<file path="config.mk">
export PLATFORM = sky130hd
export DESIGN_NAME = supervisor_window_watchdog
export DESIGN_NICKNAME = d
export VERILOG_FILES = /design/src/pkg/watchdog_pkg.sv /design/src/pkg/count_if.sv /design/src/rtl/pin_sync.sv /design/src/rtl/span_counter.sv /design/src/rtl/supervisor_window_watchdog.sv
export SDC_FILE = /design/constraint.sdc
export NUM_CORES = 1
export LEC_CHECK = 0
export BUFFER_PORTS_ARGS = -buffer_cell sky130_fd_sc_hd__buf_2
export CORE_ASPECT_RATIO = 0.7
export CORE_MARGIN = 4
export CORE_UTILIZATION = 45
export CTS_BUF_LIST = sky130_fd_sc_hd__clkbuf_16
export CTS_CLUSTER_SIZE = 16
export DETAILED_ROUTE_END_ITERATION = 8
export HOLD_SLACK_MARGIN = 0.12
export PLACE_DENSITY = 0.71
export SLEW_MARGIN = 10
export SYNTH_ARGS = -nofsm -noshare
export SYNTH_HDL_FRONTEND = slang
export SYNTH_HIERARCHICAL = 1
export SYNTH_SLANG_ARGS = --single-unit
</file>
<file path="constraint.sdc">
create_clock -name clk -period 6.95 [get_ports clk]
set_input_delay 0.3475 -clock clk [delete_from_list [all_inputs] [get_ports clk]]
set_output_delay 0.3475 -clock clk [all_outputs]
set_load 0.01 [all_outputs]
</file>
<file path="src/pkg/watchdog_pkg.sv">
// constants, types and register map of the supervisor window watchdog
package watchdog_pkg;

  localparam int unsigned CLK_MHZ = 40;
  localparam int unsigned CNT_W   = 32;

  // delay source codes on the two timing-select pins
  localparam logic [1:0] SEL_CAP    = 2'h0;
  localparam logic [1:0] SEL_PULLUP = 2'h1;
  localparam logic [1:0] SEL_OPEN   = 2'h2;

  // factory preset times in microseconds and their cycle counts
  localparam int unsigned RST_PULLUP_US   = 10;
  localparam int unsigned RST_OPEN_US     = 200;
  localparam int unsigned UPPER_PULLUP_US = 1000;
  localparam int unsigned UPPER_OPEN_US   = 5000;
  localparam logic [CNT_W-1:0] RST_PULLUP_CYC = CNT_W'(RST_PULLUP_US * CLK_MHZ);
  localparam int unsigned RST_OPEN_CYC_DEF    = RST_OPEN_US * CLK_MHZ;
  localparam int unsigned UPPER_PULLUP_CYC_DEF = UPPER_PULLUP_US * CLK_MHZ;
  localparam int unsigned UPPER_OPEN_CYC_DEF  = UPPER_OPEN_US * CLK_MHZ;

  // strap code {window_strap_b, window_strap_a} and lower-bound shifts
  localparam logic [1:0] STRAP_DISABLE = 2'h1;
  localparam logic [1:0] STRAP_RATIO8  = 2'h0;
  localparam logic [1:0] STRAP_RATIO2  = 2'h2;
  localparam logic [4:0] SHIFT_RATIO8  = 5'h03;
  localparam logic [4:0] SHIFT_RATIO2  = 5'h01;
  localparam logic [4:0] SHIFT_RATIO4  = 5'h02;

  // register byte addresses
  localparam logic [7:0] ADDR_CAP_RST   = 8'h00;
  localparam logic [7:0] ADDR_CAP_UPPER = 8'h04;
  localparam logic [7:0] ADDR_STATUS    = 8'h08;
  localparam logic [7:0] ADDR_LIVE      = 8'h0c;
  localparam logic [7:0] ADDR_IRQ_CLEAR = 8'h10;
  localparam logic [7:0] ADDR_IRQ_EN    = 8'h14;

  localparam logic [CNT_W-1:0] CAP_RST_RESET   = 32'h0000_0100;
  localparam logic [CNT_W-1:0] CAP_UPPER_RESET = 32'h0000_1000;
  localparam logic [3:0]       IRQ_EN_RESET    = 4'h0;

  // event bit positions in status, clear and enable
  localparam int unsigned EV_RAIL    = 0;
  localparam int unsigned EV_LATE    = 1;
  localparam int unsigned EV_EARLY   = 2;
  localparam int unsigned EV_RELEASE = 3;
  localparam int unsigned EV_N       = 4;

  typedef enum logic [1:0] {st_hold, st_run, st_fault} mode_type;

endpackage

</file>
<file path="src/pkg/count_if.sv">
// clear and count between a user and an elapsed-cycle counter
`timescale 1ns/1ps
`default_nettype none
interface count_if;
  import watchdog_pkg::*;
  logic             clear;
  logic [CNT_W-1:0] count;
  modport counter (input clear, output count);
  modport user    (output clear, input count);
endinterface
`default_nettype wire

</file>
<file path="src/rtl/pin_sync.sv">
// two-flop synchroniser for a bundle of pin levels
`timescale 1ns/1ps
`default_nettype none
module pin_sync #(
  parameter int unsigned W = 1
) (
  input  wire logic         clk,   // system clock
  input  wire logic         rstn,  // async reset, active low
  input  wire logic [W-1:0] d,     // pin levels
  output logic      [W-1:0] q      // synchronised levels
);
  logic [W-1:0] meta;

  always_ff @(posedge clk or negedge rstn) begin
    if (!rstn) begin
      meta <= '0;
      q    <= '0;
    end else begin
      meta <= d;
      q    <= meta;
    end
  end
endmodule
`default_nettype wire

</file>
<file path="src/rtl/span_counter.sv">
// saturating elapsed-cycle counter, zero in the cycle after clear
`timescale 1ns/1ps
`default_nettype none
module span_counter (
  input  wire logic clk,   // system clock
  input  wire logic rstn,  // async reset, active low
  count_if.counter  cnt    // clear in, count out
);
  import watchdog_pkg::*;

  always_ff @(posedge clk or negedge rstn) begin
    if (!rstn) begin
      cnt.count <= '0;
    end else if (cnt.clear) begin
      cnt.count <= '0;
    end else if (cnt.count != '1) begin
      cnt.count <= cnt.count + CNT_W'(1);
    end
  end
endmodule
`default_nettype wire

</file>
<file path="src/rtl/supervisor_window_watchdog.sv">
// reset supervisor and window watchdog with a wishbone register slave
//
// The implementer's own choices: the placing of the registers and the Wishbone register port.
`timescale 1ns/1ps
`default_nettype none
// How it works
// - reset is pulled low whenever the rail is flagged under or over voltage.
// - once the rail is good the reset delay counts and reset releases only at its end.
// - after power-on reset stays low until the rail is good and a full delay has passed.
// - the reset delay comes from the capacitor setting or a preset chosen by its select pin.
// - the upper window bound comes from the capacitor setting or a preset chosen by its pin.
// - the lower window bound is derived from the two window straps.
// - the straps with the timing pin pick the window ratio and timeout or disable the watchdog.
// - kick activity is ignored while reset or fault is asserted or the watchdog is off.
// - a timeout pulls the fault output low for one reset delay, then releases it.
// - the fault output asserts only while reset is released and is released during reset.
module supervisor_window_watchdog
  import watchdog_pkg::*;
#(
  parameter int unsigned RST_OPEN_CYC     = watchdog_pkg::RST_OPEN_CYC_DEF,
  parameter int unsigned UPPER_PULLUP_CYC = watchdog_pkg::UPPER_PULLUP_CYC_DEF,
  parameter int unsigned UPPER_OPEN_CYC   = watchdog_pkg::UPPER_OPEN_CYC_DEF
) (
  input  wire logic        clk,                      // 40 MHz clock
  input  wire logic        rstn,                     // power-on reset, active low
  input  wire logic        undervoltage_flag,        // rail below threshold
  input  wire logic        overvoltage_flag,         // rail above threshold
  input  wire logic        kick_input,               // watchdog kick pin
  input  wire logic        window_strap_a,           // window strap low bit
  input  wire logic        window_strap_b,           // window strap high bit
  input  wire logic [1:0]  reset_delay_select_pin,   // reset delay source code
  input  wire logic [1:0]  window_timing_select_pin, // upper bound source code
  output logic             reset_out,                // open-drain data, always low
  output logic             reset_oe,                 // high while reset pulled low
  output logic             kick_fault_output,        // open-drain data, always low
  output logic             kick_fault_oe,            // high while fault pulled low
  output logic             irq,                      // enabled status pending
  input  wire logic        wb_cyc_i,                 // wishbone cycle
  input  wire logic        wb_stb_i,                 // wishbone strobe
  input  wire logic        wb_we_i,                  // wishbone write
  input  wire logic [7:0]  wb_adr_i,                 // wishbone byte address
  input  wire logic [3:0]  wb_sel_i,                 // wishbone byte lanes
  input  wire logic [31:0] wb_dat_i,                 // wishbone write data
  output logic [31:0]      wb_dat_o,                 // wishbone read data
  output logic             wb_ack_o                  // wishbone acknowledge
);
  import watchdog_pkg::*;

  typedef struct packed {
    mode_type         mode;
    logic             rst_oe;
    logic             fault_oe;
    logic             kick_prev;
    logic [EV_N-1:0]  status;
    logic [EV_N-1:0]  irq_en;
    logic [CNT_W-1:0] cap_rst;
    logic [CNT_W-1:0] cap_upper;
    logic             ack;
    logic [31:0]      dat;
    logic             irq;
  } state_type;

  state_type q;
  state_type next_q;

  logic [2:0] flags_s;
  logic [1:0] strap_s;
  logic [1:0] rsel_s;
  logic [1:0] wsel_s;
  logic       rail_ok;
  logic       kick_fall;
  logic       disabled;
  logic [4:0] lower_shift;
  logic [CNT_W-1:0] rst_delay;
  logic [CNT_W-1:0] upper;
  logic [CNT_W-1:0] lower;
  logic             wb_req;

  count_if rst_cnt ();
  count_if win_cnt ();

  pin_sync #(.W(3)) flag_sync (
    .clk  (clk),
    .rstn (rstn),
    .d    ({kick_input, overvoltage_flag, undervoltage_flag}),
    .q    (flags_s)
  );
  pin_sync #(.W(6)) cfg_sync (
    .clk  (clk),
    .rstn (rstn),
    .d    ({window_timing_select_pin, reset_delay_select_pin, window_strap_b, window_strap_a}),
    .q    ({wsel_s, rsel_s, strap_s})
  );
  span_counter rst_timer (.clk(clk), .rstn(rstn), .cnt(rst_cnt));
  span_counter win_timer (.clk(clk), .rstn(rstn), .cnt(win_cnt));

  assign rail_ok   = !flags_s[0] && !flags_s[1];
  assign kick_fall = q.kick_prev && !flags_s[2];
  assign wb_req    = wb_cyc_i && wb_stb_i && !q.ack;

  // delay and window decode from the timing pins and straps
  always_comb begin
    case (rsel_s)
      SEL_CAP:    rst_delay = q.cap_rst;
      SEL_PULLUP: rst_delay = RST_PULLUP_CYC;
      default:    rst_delay = CNT_W'(RST_OPEN_CYC);
    endcase
    case (wsel_s)
      SEL_CAP:    upper = q.cap_upper;
      SEL_PULLUP: upper = CNT_W'(UPPER_PULLUP_CYC);
      default:    upper = CNT_W'(UPPER_OPEN_CYC);
    endcase
    disabled = (strap_s == STRAP_DISABLE);
    case (strap_s)
      STRAP_RATIO8: lower_shift = SHIFT_RATIO8;
      STRAP_RATIO2: lower_shift = SHIFT_RATIO2;
      default:      lower_shift = SHIFT_RATIO4;
    endcase
    lower = upper >> lower_shift;
  end

  always_comb begin
    logic [EV_N-1:0] ev;
    logic [EV_N-1:0] clr;
    next_q          = q;
    ev              = '0;
    clr             = '0;
    rst_cnt.clear   = 1'b1;
    win_cnt.clear   = 1'b0;
    next_q.kick_prev = flags_s[2];

    if (!rail_ok) begin
      // rail fault overrides everything and releases the fault pin
      next_q.mode     = st_hold;
      next_q.rst_oe   = 1'b1;
      next_q.fault_oe = 1'b0;
      ev[EV_RAIL]     = !q.rst_oe;
    end else begin
      case (q.mode)
        st_hold: begin
          rst_cnt.clear = 1'b0;
          win_cnt.clear = 1'b1;
          if (rst_cnt.count >= rst_delay) begin
            next_q.mode   = st_run;
            next_q.rst_oe = 1'b0;
            ev[EV_RELEASE] = 1'b1;
          end
        end
        st_run: begin
          if (disabled) begin
            win_cnt.clear = 1'b1;
          end else if (kick_fall && win_cnt.count < lower) begin
            next_q.mode     = st_fault;
            next_q.fault_oe = 1'b1;
            win_cnt.clear   = 1'b1;
            ev[EV_EARLY]    = 1'b1;
          end else if (kick_fall) begin
            win_cnt.clear = 1'b1;
          end else if (win_cnt.count >= upper) begin
            next_q.mode     = st_fault;
            next_q.fault_oe = 1'b1;
            win_cnt.clear   = 1'b1;
            ev[EV_LATE]     = 1'b1;
          end
        end
        st_fault: begin
          // kicks are not looked at here; fault lasts one reset delay
          if (win_cnt.count >= rst_delay) begin
            next_q.mode     = st_run;
            next_q.fault_oe = 1'b0;
            win_cnt.clear   = 1'b1;
          end
        end
        default: begin
          next_q.mode   = st_hold;
          next_q.rst_oe = 1'b1;
        end
      endcase
    end

    // wishbone slave: ack one cycle after the request, unmapped reads zero
    next_q.ack = wb_req;
    next_q.dat = '0;
    if (wb_req && wb_we_i) begin
      for (int b = 0; b < 4; b++) begin
        if (wb_sel_i[b]) begin
          case (wb_adr_i)
            ADDR_CAP_RST:   next_q.cap_rst[b*8 +: 8] = wb_dat_i[b*8 +: 8];
            ADDR_CAP_UPPER: next_q.cap_upper[b*8 +: 8] = wb_dat_i[b*8 +: 8];
            default: ;
          endcase
        end
      end
      if (wb_sel_i[0] && wb_adr_i == ADDR_IRQ_CLEAR) begin
        clr = wb_dat_i[EV_N-1:0];
      end
      if (wb_sel_i[0] && wb_adr_i == ADDR_IRQ_EN) begin
        next_q.irq_en = wb_dat_i[EV_N-1:0];
      end
    end else if (wb_req) begin
      case (wb_adr_i)
        ADDR_CAP_RST:   next_q.dat = q.cap_rst;
        ADDR_CAP_UPPER: next_q.dat = q.cap_upper;
        ADDR_STATUS:    next_q.dat = {28'h0000000, q.status};
        ADDR_LIVE:      next_q.dat = {26'h0, disabled, rail_ok, q.fault_oe, q.rst_oe,
                                      q.mode};
        ADDR_IRQ_EN:    next_q.dat = {28'h0000000, q.irq_en};
        default:        next_q.dat = '0;
      endcase
    end
    // a new event wins over a clear in the same cycle
    next_q.status = (q.status & ~clr) | ev;
    next_q.irq    = |(next_q.status & next_q.irq_en);
  end

  always_ff @(posedge clk or negedge rstn) begin
    if (!rstn) begin
      q           <= '0;
      q.mode      <= st_hold;
      q.rst_oe    <= 1'b1;
      q.irq_en    <= IRQ_EN_RESET;
      q.cap_rst   <= CAP_RST_RESET;
      q.cap_upper <= CAP_UPPER_RESET;
    end else begin
      q <= next_q;
    end
  end

  always_ff @(posedge clk or negedge rstn) begin
    if (!rstn) begin
      reset_out         <= 1'b0;
      kick_fault_output <= 1'b0;
    end else begin
      reset_out         <= 1'b0;
      kick_fault_output <= 1'b0;
    end
  end

  assign reset_oe      = q.rst_oe;
  assign kick_fault_oe = q.fault_oe;
  assign irq           = q.irq;
  assign wb_ack_o      = q.ack;
  assign wb_dat_o      = q.dat;
endmodule
`default_nettype wire

</file>
; Word level (Yosys, flattened, before mapping)
; Index checks and enable logic that the tools add are counted.
[totals]
out_inout_bits = 38
register_bits = 193
[op_classes]
mux = 63
bitwise = 4
add_sub_neg = 2
shift = 1
eq_ne = 20
reduce_logical = 33
magnitude_cmp = 4
[op_table]
columns = op, n
row1 = 32-bit 2-to-1 mux, 6
row2 = 32-bit case mux with 5 select lines, 1
row3 = 8-bit 2-to-1 mux, 16
row4 = 32-bit case mux with 2 select lines, 2
row5 = 32-bit greater-or-equal comparator, 3
row6 = 68-bit 2-to-1 mux, 1
row7 = 32-bit by 1-bit adder with 32-bit output (second input constant), 2
row8 = 32-bit inequality test (second input constant), 2
row9 = 32-bit < comparator, 1
row10 = 32-bit by 5-bit right shift with 32-bit output, 1
row11 = 3-bit AND reduction, 8
row12 = 1-bit 2-to-1 mux, 19
row13 = 8-bit by 4-bit == test with 1-bit output (second input constant), 2
row14 = 8-bit by 5-bit == test with 1-bit output (second input constant), 2
row15 = 4-bit 2-to-1 mux, 4
row16 = 2-bit 2-to-1 mux, 7
row17 = 5-bit AND reduction, 2
row18 = 3-bit inequality test (second input constant), 3
row19 = 4-bit bitwise AND, 2
row20 = 2-bit by 1-bit == test with 1-bit output (second input constant), 4
row21 = 8-bit by 3-bit == test with 1-bit output (second input constant), 1
row22 = 1-bit logical AND, 8
row23 = 2-bit zero test, 4
row24 = 8-bit zero test, 1
row25 = other kinds (16), 25

; Logic depth before layout (Yosys ltp)
; Gate-level depths: netlist (run 1).
[logic_depth]
depth_word = 12
mapped_depth = 15
ltp_nobuf = 13

; Cells and area by module
; Netlist (run 1), hierarchy kept.
[by_module_without_submodules]
columns = module, cells_per_inst, seq_area_each_um2, area_each_um2, instances
row1 = supervisor_window_watchdog, 900, 2781.4, 8575.7, 1
row2 = span_counter, 193, 800.8, 1981.9, 2
row3 = pin_sync at cfg_sync, 12, 300.3, 300.3, 1
row4 = pin_sync at flag_sync, 6, 150.1, 150.1, 1

; Worst setup path after synthesis (run 1)
; OpenSTA, ideal clock, no wires.
[synth_timing]
kind = register to register
start = register cfg_sync.q[5]
end = register win_timer.cnt.count[21]
stages_incl_launch_ff = 15
t_arrival_ps = 3321
path_slack_ps = 3497
synth_period_minus_slack_ps = 3453
cell_sequence = dfrtp_1 clkbuf_1 nor2_1 clkbuf_1 buf_1 nand2_1 ha_1 nand4_1 or3_1 a221oi_1 o41a_1 o31ai_1 a31oi_1 clkbuf_1 nor2_1
[synth_between]
elab_chain_len = 10
[synth_lines]
columns = element, line
row1 = "start, declared", pin_sync.sv:10  ; output logic [W-1:0] q
row2 = "start signal, assigned", pin_sync.sv:20  ; q <= meta;
row3 = 2-bit by 1-bit == test with 1-bit output or 2-bit zero test (tied branches), supervisor_window_watchdog.sv:108  ; case (wsel_s)
row4 = 32-bit case mux with 2 select lines *, supervisor_window_watchdog.sv:108
row5 = 32-bit by 5-bit right shift with 32-bit output or 32-bit greater-or-equal comparator (tied branches), "supervisor_window_watchdog.sv:119, supervisor_window_watchdog.sv:159"
row6 = 32-bit < comparator or 1-bit 2-to-1 mux (tied branches), "supervisor_window_watchdog.sv:152, supervisor_window_watchdog.sv:159"
row7 = 1-bit logical AND or 1-bit 2-to-1 mux (tied branches), "supervisor_window_watchdog.sv:152, supervisor_window_watchdog.sv:157"
row8 = 1-bit 2-to-1 mux *, supervisor_window_watchdog.sv:152  ; end else if (kick_fall && win_cnt.count < lower) begin
row9 = 1-bit 2-to-1 mux *, supervisor_window_watchdog.sv:150  ; if (disabled) begin
row10 = 1-bit case mux with 3 select lines *, supervisor_window_watchdog.sv:139  ; case (q.mode)
row11 = 1-bit 2-to-1 mux *, supervisor_window_watchdog.sv:132  ; if (!rail_ok) begin
row12 = named net win_cnt.clear, count_if.sv:6  ; logic clear;
row13 = 32-bit 2-to-1 mux or 2-bit nonzero test (tied branches), n/a
row14 = "end signal, assigned", span_counter.sv:17  ; cnt.count <= cnt.count + CNT_W'(1);
row15 = "end, declared", count_if.sv:8  ; modport counter (input clear, output count);
; Mark *: on every way through the listed nets, which the timed path passes. The rest lies on a longest branch.
; A chain may end at the register's enable or synchronous reset.

; Worst setup path after layout (run 1)
[layout_timing]
start = register cfg_sync.q[4]
end = register win_timer.cnt.count[23]
; Same word-level chain as after synthesis.

==> metrics.txt, run 1 <==
status completed; Int Pwr 1.73 mW; grt ovf 0; commonest non-fill, non-tap cells in the layout dfrtp_1, ha_1, nand2_1; Synth Cell Area 13000 sq um; Inst Count DP 1689; H-tree depth 4; power per cell area 166 nW/um^2; worst reg2reg setup slack 2.54 ns; post-DP HPWL 25900 microns; Post-synth ARST share 1.00; non-filler cells, final 1745; Hold/Removal Path Class primary input to register; worst flop-to-flop path endpoint win_timer/cnt.count[23]$_DFFE_PN0P_; crit path time final 4.41 ns; CTS Buf Count 17; CTS root buf clkbuf_16; Skew-Pair Late Insertion Delay 0.46 ns; post-route setup slack 2.54 ns; layout cells sized above 1 0.195; core area 28100 sq um; Clock Sinks 193; Worst-Margin Slew 1.20 ns; # IOs 96; Mapped Cells 1304; routed wire length 34400 microns; Final Cell Area 14300 sq um; nature of the critical path endpoint register; initial cell density of the core 0.462; worst reg2reg path depth 9; largest net degree at the start of global routing 90; GPL Wtd Cong 0.932; Critical Path Start Type register; Post-CTS Resized 0; Final ANT Viol Nets 0; Comb pwr share 0.107; P_leak 6.49 nW; predominant post-synthesis flop cell dfrtp_1; Max Clock Skew 0.0108 ns; mean post-synth cell area 9.96 sq um; Die ar. 31700 sq um; post-synthesis cell type count 86; Max Clock Freq 227 MHz; Die Y-Extent 150 microns; synthesized flop and latch total 193; wire per inst 19.7 microns; RSZ-0062 raised after global routing false; vias per cell 6.06; crit share post-route 0.635; Net count, final 1555; placed inst area 13500 sq um; P&R area growth vs syn 9.95%; yosys warns 6; final core utilization 0.508; Total Power 2.38 mW; first-pass GRT wire length 55100 microns; CP Max Fanout 50; Final Max Slew Viols 0; DRC violations left 0; DRT iter0 DRCs 1064; Clk pwr share 0.395; register area share after synthesis 0.372; WP data required 7.25 ns; Final TNS setup 0 ns; Sw Ratio 0.270; critical path class register to register; clock slew at reported path FFs 0.07 ns; Critical path destination win_timer/cnt.count[23]$_DFFE_PN0P_; worst-case hold slack 0.142 ns; NetSw 643 uW; most common cell after layout, fill and taps aside dfrtp_1; initial antenna violation count 0; critical path arrival 4.72 ns; Pre-Repair DR Iteration Count 5; FP Rows 51; clk buf depth 2; Reg power frac 0.499; number of synthesized flops with an enable pin 0; Max transition margin 0.199; CP startpoint cfg_sync/q[4]$_DFF_PN0_; maximum capacitance violations 0; # diodes 0; port bufs 93; postcts setup bufs 0; # setup viols final 0; FF-to-FF Start cfg_sync/q[4]$_DFF_PN0_; maximum VDD drop 0.130 mV; vias in the first global route 9947; Post-Place Setup Slack 2.73 ns; hold_buf cts 26; GRT Total Usage 0.219; Die Width 211 microns; final hold viol count 0; vias 10579; CTS tree built
-- worst max-delay path: stages, from the launching register on --
cell and delay [ns]:
dfrtp_1 0.47, nor2_4 0.87, nand2_1 0.26, ha_1 0.39, and4_1 0.24, nand4_1 0.14
o21ai_0 0.69, o31ai_1 0.21, a31oi_4 0.81, nor2_1 0.14
-- metal layers --
metal	GRT usage	part of all wire	wire length (microns)	up-vias
met5	0	0	0	-
met4	0.0541	0.017	573	0
met3	0.0417	0.073	2520	44
met2	0.319	0.43	14800	407
met1	0.333	0.48	16500	5216
li1	-	-	-	4912
-- cell type report --
cell class,count,area [sq um]
Timing Repair Buffer,126,787
Fill cell,2517,13900
Clock buffer,17,425
Multi-Input combinational cell,996,7550
Inverter,29,109
Tap cell,371,464
Clock inverter,13,115
Sequential cell,193,4830
-- cell families (layout without fill, tap and decap cells) --
logic type                 Yosys count  after routing  synth area share
other                                2              3          0.000578
DFF                                193            193             0.372
xor gates and xnor gates            40             40            0.0270
muxes                               85             85            0.0763
AOI/OAI and AO/OA                  285            285             0.153
and+or+nand+nor                    449            449             0.192
buffers and inverters              116            185            0.0497
adders and majority gates          134            134             0.129
-- power by group through the flow --
stage | registers, mW | clock network [mW] | logic [mW]
3_5_place_dp | 1.20 | 0 | 0.239
6_report | 1.18 | 0.937 | 0.254
4_1_cts | 1.18 | 0.962 | 0.252
5_1_grt | 1.19 | 1.01 | 0.290
2_1_floorplan | 1.19 | 0 | 0.152
3_3_place_gp | 1.20 | 0 | 0.230
-- worst min path at each step --
stage	start	to	depth (start not counted)
after detailed placement	flag_sync/meta[1]$_DFF_PN0_	flag_sync/q[1]$_DFF_PN0_	0
final	wb_dat_i[12]	q[46]$_DFFE_PN1P_	2
after CTS	wb_dat_i[12]	q[78]$_DFFE_PN0P_	2
after global placement	flag_sync/meta[1]$_DFF_PN0_	flag_sync/q[1]$_DFF_PN0_	0
after global routing	wb_dat_i[12]	q[78]$_DFFE_PN0P_	2
after floorplan	rstn	cfg_sync/meta[0]$_DFF_PN0_	0
-- registers in the layout (all words and copies together), names as in the netlist --
name and cells:
q 75, rst_timer/cnt.count 32, wb_dat_o 32, win_timer/cnt.count 32
cfg_sync/meta 6, cfg_sync/q 6, flag_sync/meta 3, flag_sync/q 3
irq 1, kick_fault_oe 1, reset_oe 1, wb_ack_o 1
-- synthesized netlist by cell type (all sizes together), types with 8 or more instances --
library cell    n  area (sq um)
a22oi          32           240
nand4          49           362
mux2           69           781
mux2i          12           120
a21o           13          97.6
clkbuf         30           113
nor4            8           123
a211oi         27           243
a21oi          66           330
nor2          105           469
and4           18           163
dfrtp         190          4750
a221oi          8          70.1
a2111oi        13           214
ha            134          1680
o21ai          78           390
nor3           26           153
or3            11          68.8
and3           10          62.6
inv            29           109
nand3          47           270
nand2         132           498
and2           12          75.1
xnor2          36           315
buf            57           424
Note: power is estimated with default switching activity, not from simulation.
==> run 2, diff against run 1 <==
==> constraint.sdc (replaced) <==
create_clock -name clk -period 4.4 [get_ports clk]
set_input_delay 0.22 -clock clk [delete_from_list [all_inputs] [get_ports clk]]
set_output_delay 0.22 -clock clk [all_outputs]
set_load 0.01 [all_outputs]
==> run 2 against run 1 <==
Net effect:
- design area rose by 2.1%
- first-iteration DRC count decreased by 1.6%
- highest routed layer is now met5
- combinational power grew 65%
- utilization up 1.1 points
- via count grew 0.85%
- largest power group unchanged
- critical path depth increased by 2
- sequential power increased by 58%
- worst setup slack got worse by 2.0 ns
==> metrics.txt, run 2 (synthesized netlist as in run 1, its figures left out) <==
Pre-Repair DR Iteration Count 5; hold_buf cts 46; status completed; RSZ-0062 raised after global routing false; grt ovf 0; Int Pwr 2.88 mW; worst-case hold slack 0.166 ns; maximum capacitance violations 0; CTS root buf clkbuf_16; NetSw 1.07 mW; postcts setup bufs 0; WP data required 4.78 ns; first-pass GRT wire length 56500 microns; largest net degree at the start of global routing 107; routed wire length 35600 microns; vias in the first global route 10166; CTS Buf Count 17; FF-to-FF Start cfg_sync/q[3]$_DFF_PN0_; post-DP HPWL 26700 microns; critical path arrival 4.23 ns; worst reg2reg path depth 11; power per cell area 271 nW/um^2; H-tree depth 4; Final TNS setup 0 ns; clk buf depth 2; fillers 2467; Crit path top cell by count nor2_1; final hold viol count 0; worst reg2reg setup slack 0.55 ns; P_leak 6.63 nW; FP Rows 51; Clock Sinks 193; Worst Hold End wb_dat_o[3]$_DFF_PN0_; P&R area growth vs syn 12.3%; critical path class register to register; max FFs per register 75; min-delay src wb_we_i; Worst path slowest cell nor4_1; Hold/Removal Path Class primary input to register; # setup viols final 0; Final ANT Viol Nets 0; layout cells sized above 1 0.196; Reg power frac 0.475; final core utilization 0.518; Max Clock Skew 0.0166 ns; worst flop-to-flop path endpoint q[109]$_DFFE_PN0P_; Max transition margin 0.229; CTS tree built; core area 28100 sq um; wire per inst 20.1 microns; # diodes 0; CP Max Fanout 19; post-route setup slack 0.546 ns; maximum VDD drop 0.300 mV; crit path time final 3.85 ns; Clk pwr share 0.419; vias per cell 6.02; GRT Total Usage 0.226; Post-Place Setup Slack 0.592 ns; Die Y-Extent 150 microns; Net count, final 1581; DRC violations left 0; Total Power 3.95 mW; # IOs 96; Reg with most FFs q; CP cell instances nor2_1 -> buf_4 -> nand2_1 -> ha_1 -> nand4_1 -> nor4_1 -> o21ai_0 -> a41oi_1 -> nor2_1 -> a221oi_1 -> a2bb2oi_1; port bufs 93; Sw Ratio 0.271; Die Width 211 microns; Largest stage delay, worst path 0.57 ns; nature of the critical path endpoint register; vias 10669; Max Clock Freq 259 MHz; hold path depth 3; Skew-Pair Late Insertion Delay 0.47 ns; most common cell after layout, fill and taps aside dfrtp_1; initial cell density of the core 0.462; initial antenna violation count 1; GPL Wtd Cong 0.897; Worst-Margin Slew 1.16 ns; crit share post-route 0.876; Final Max Slew Viols 0; clock slew at reported path FFs 0.07 ns; DRT iter0 DRCs 1047; Critical Path Start Type register; Post-CTS Resized 0; commonest non-fill, non-tap cells in the layout dfrtp_1, ha_1, nand2_1; Die ar. 31700 sq um; Comb pwr share 0.106
## run 2: cell types whose count changed in the layout (fill, tap and decap cells not counted), sizes merged
cell,change
bufinv,+2
buf,+6
inv,+4
clkinv,-4
dlygate4sd3,+20
## run 2: critical path, delay by kind of cell (launching register included)
family / cells / cell delay, ns
fa+ha+maj: 1 / 0.34
flops: 1 / 0.51
compound gates: 4 / 1.14
simple gates: 5 / 1.45
buf+inv: 1 / 0.33
## run 2: per-stage QoR
step           area, sq um  instances
6_report             14600       1773
2_1_floorplan        13000       1305
5_1_grt              14600       1773
3_3_place_gp         13500       1695
3_5_place_dp         13500       1695
4_1_cts              14600       1773
## run 2: final cells by class
type                       instances  area (sq um)  area share
multi-input combinational        996          7530       0.516
sequential                       193          4830       0.331
timing repair buffer             152          1040      0.0716
tap                              371           464      0.0318
clock buffer                      17           425      0.0292
clock inverter                    15           178      0.0122
inverter                          29           109     0.00746
## run 2: power groups by stage
stage	sequential [mW]	combinational [mW]	clock, mW
6_report	1.87	0.419	1.66
5_1_grt	1.88	0.474	1.75
4_1_cts	1.87	0.413	1.67
3_5_place_dp	1.91	0.377	0
3_3_place_gp	1.90	0.371	0
2_1_floorplan	1.88	0.240	0
## run 2: metal layers
metal / GRT usage / vias to the layer above / part of all wire
met5: 0.0235 / - / 0.0027
met4: 0.0441 / 2 / 0.011
met3: 0.0535 / 37 / 0.079
met2: 0.320 / 389 / 0.42
met1: 0.351 / 5266 / 0.49
li1: - / 4975 / -
## run 2: worst max path at each step
stage	start	endpoint	depth (start not counted)
floorplan	cfg_sync/q[5]$_DFF_PN0_	win_timer/cnt.count[21]$_DFFE_PN0P_	14
global route	cfg_sync/q[5]$_DFF_PN0_	irq$_DFF_PN0_	10
global placement	cfg_sync/q[3]$_DFF_PN0_	win_timer/cnt.count[28]$_DFFE_PN0P_	12
finish	cfg_sync/q[3]$_DFF_PN0_	q[109]$_DFFE_PN0P_	11
detailed placement	cfg_sync/q[5]$_DFF_PN0_	irq$_DFF_PN0_	10
CTS	cfg_sync/q[5]$_DFF_PN0_	irq$_DFF_PN0_	10
==> run 3, diff against run 2 <==
--- a/config.mk
+++ b/config.mk
@@ -5,6 +5,7 @@
 export SDC_FILE = /design/constraint.sdc
 export NUM_CORES = 1
 export LEC_CHECK = 0
+export ABC_AREA = 1
 export BUFFER_PORTS_ARGS = -buffer_cell sky130_fd_sc_hd__buf_2
 export CORE_ASPECT_RATIO = 0.7
 export CORE_MARGIN = 4
==> run 3 against run 2 <==
Net effect:
- die area is 2.4% higher
- sequential share of layout area decreased by 0.94 points
- design area grew 2.9%
- critical endpoint is now win_timer/cnt.count[0]$_DFFE_PN0P_
- clock-buffer cell count did not move
- worst setup slack improved by 0.012 ns
- fmax increased by 0.31%
- utilization decreased by 0.097 points
- via count grew 20%
- combinational power is 26% higher
- largest cell class unchanged
- highest routed layer is now met4
- critical path type unchanged
- critical path depth grew 6
- area after synthesis rose by 2.5%
- sequential power barely moved
==> metrics.txt, run 3 <==
status completed; met3 Use GR 0.0556; FF-to-FF Start cfg_sync/q[4]$_DFF_PN0_; port bufs 93; synthesized flop and latch total 193; H-tree depth 4; mean post-synth cell area 7.31 sq um; vias 12847; initial antenna violation count 0; Net count, final 2106; Die Width 214 microns; GRT Total Usage 0.249; P&R area growth vs syn 12.7%; Max Clock Skew 0.0120 ns; number of synthesized flops with an enable pin 0; first-pass GRT wire length 64100 microns; Clock Sinks 193; worst flop-to-flop path endpoint win_timer/cnt.count[0]$_DFFE_PN0P_; Mapped Cells 1821; CTS root buf clkbuf_16; max FFs per register 75; Skew-Pair Late Insertion Delay 0.46 ns; commonest non-fill, non-tap cells in the layout nand2_1, dfrtp_1, inv_1; Max Clock Freq 260 MHz; post-synth top area share 0.357; predominant post-synthesis flop cell dfrtp_1; grt met2 use 0.362; CP Max Fanout 32; Pre-Repair DR Iteration Count 7; FP Rows 52; vias in the first global route 11871; DRC violations left 0; worst reg2reg path depth 17; min-delay src wb_we_i; CTS tree built; Final Max Slew Viols 0; crit path time final 3.84 ns; Yosys top cell by area dfrtp_1; DRT iter0 DRCs 1818; wire per inst 17.7 microns; nature of the critical path endpoint register; Reg with most FFs q; clk buf depth 2; critical path arrival 4.16 ns; yosys warns 6; critical path class register to register; CTS Buf Count 17; crit share post-route 0.873; routed wire length 40800 microns; grt met1 use 0.377; WP data required 4.72 ns; largest net degree at the start of global routing 115; post-DP HPWL 30900 microns; Die ar. 32500 sq um; # IOs 96; Post-synth ARST share 1.00; Die Y-Extent 152 microns; P_leak 7.35 nW; Final ANT Viol Nets 0; # setup viols final 0; Inst Count DP 2229; initial cell density of the core 0.459; maximum capacitance violations 0; GR peak layer met1; hold path depth 4; Synth Cell Area 13300 sq um; final hold viol count 0; Critical Path Start Type register; grt ovf 0; power per cell area 278 nW/um^2; worst reg2reg setup slack 0.56 ns; layout cells sized above 1 0.113; most common cell after layout, fill and taps aside nand2_1; post-synthesis cell type count 52; GPL Wtd Cong 0.965; Worst-Margin Slew 0.935 ns; Hold/Removal Path Class primary input to register; register area share after synthesis 0.363; leading post-synthesis cells by cell area dfrtp_1, nand2_1, ha_1; RSZ-0062 raised after global routing false; Worst Hold End wb_dat_o[3]$_DFF_PN0_; Final TNS setup 0 ns; non-filler cells, final 2305; count leader, synth nand2_1; Max transition margin 0.376; fillers 2746; maximum VDD drop 0.274 mV; clock slew at reported path FFs 0.08 ns; vias per cell 5.57; # diodes 0; Synth top cells by count nand2_1, dfrtp_1, inv_1; core area 29000 sq um
-- run 3: changes by cell type in the layout (fill, tap and decap cells not counted), sizes merged, moves of 21 or more --
| cell | before | now |
|---|---|---|
| nand2 | 132 | 591 |
| inv | 36 | 182 |
| nand3 | 47 | 126 |
| mux2 | 69 | 0 |
| nor2 | 105 | 174 |
| o21ai | 78 | 142 |
| a21oi | 66 | 103 |
| nand4 | 49 | 12 |
| xnor2 | 36 | 2 |
| a22oi | 32 | 4 |
| a211oi | 27 | 5 |
| or2 | 3 | 24 |
-- run 3: layout make-up --
type	instances	area (sq um)	share of cell area
flip-flops and latches	193	4830	0.322
multi-input cells	1375	7350	0.489
well taps	378	473	0.0315
clock inverters	15	243	0.0162
inverters	176	663	0.0442
repair buffers	151	1030	0.0687
clock buffers	17	425	0.0283
-- run 3: timing repair --
action | in CTS | in global routing
buffers inserted | 0 | 0
endpoints found under the hold margin | 185 | 0
setup endpoints to repair | 0 | 0
hold buffers | 44 | 0
resized for setup | 0 | 0
-- run 3: cells by family after synthesis --
logic type / after synthesis / share of synthesized area
other: 2 / 0.000564
multiplexers: 3 / 0.00225
flip-flops: 193 / 0.363
buffers and inverters: 254 / 0.0859
adder cells (fa/ha/maj): 134 / 0.126
AND/OR/NAND/NOR: 952 / 0.308
AO/OA/AOI/OAI: 279 / 0.112
XOR/XNOR: 4 / 0.00263
-- run 3: layer usage --
| metal | part of all wire | wire length [microns] |
|---|---|---|
| met4 | 0.021 | 839 |
| met2 | 0.42 | 17100 |
| met3 | 0.11 | 4330 |
| met1 | 0.45 | 18500 |
| met5 | 0 | 0 |
-- run 3: report_power, final --
part / internal [mW] / switching, mW / total [mW]
clock: 0.981 / 0.781 / 1.76
sequential: 1.81 / 0.0716 / 1.88
combinational: 0.199 / 0.327 / 0.526
-- run 3: worst max path at each step --
stage,to,from,slack [ns],depth (start not counted)
floorplan,win_timer/cnt.count[10]$_DFFE_PN0P_,cfg_sync/q[3]$_DFF_PN0_,1.09,17
global placement,win_timer/cnt.count[2]$_DFFE_PN0P_,cfg_sync/q[3]$_DFF_PN0_,0.85,17
detailed placement,win_timer/cnt.count[0]$_DFFE_PN0P_,cfg_sync/q[4]$_DFF_PN0_,0.66,17
CTS,win_timer/cnt.count[0]$_DFFE_PN0P_,cfg_sync/q[4]$_DFF_PN0_,0.63,17
global route,win_timer/cnt.count[0]$_DFFE_PN0P_,cfg_sync/q[4]$_DFF_PN0_,0.28,17
finish,win_timer/cnt.count[0]$_DFFE_PN0P_,cfg_sync/q[4]$_DFF_PN0_,0.56,17
-- run 3: through the flow --
step	utilization	area, sq um	hold slack, ns	power, mW	setup slack (ns)
finish	0.517	15000	0.181	4.17	0.558
global route	0.517	15000	0.184	4.34	0.283
CTS	0.517	15000	0.159	4.19	0.632
detailed placement	0.479	13900	0.330	2.40	0.656
global placement	0.479	13900	0.328	2.39	0.853
floorplan	-	13300	-0.0756	2.21	1.09
-- run 3: worst max-delay path: stages (launching register included) --
cell	delay [ns]
dfrtp_1	0.46
nor2_8	0.32
inv_2	0.18
nor2_1	0.22
inv_1	0.07
ha_1	0.27
nand2_1	0.04
nor2_1	0.12
nand2_1	0.11
nor4_1	0.42
nand3_1	0.13
nand3_1	0.22
o21ai_0	0.14
a211oi_1	0.23
buf_4	0.17
inv_1	0.07
nand3_4	0.33
o21ai_0	0.17
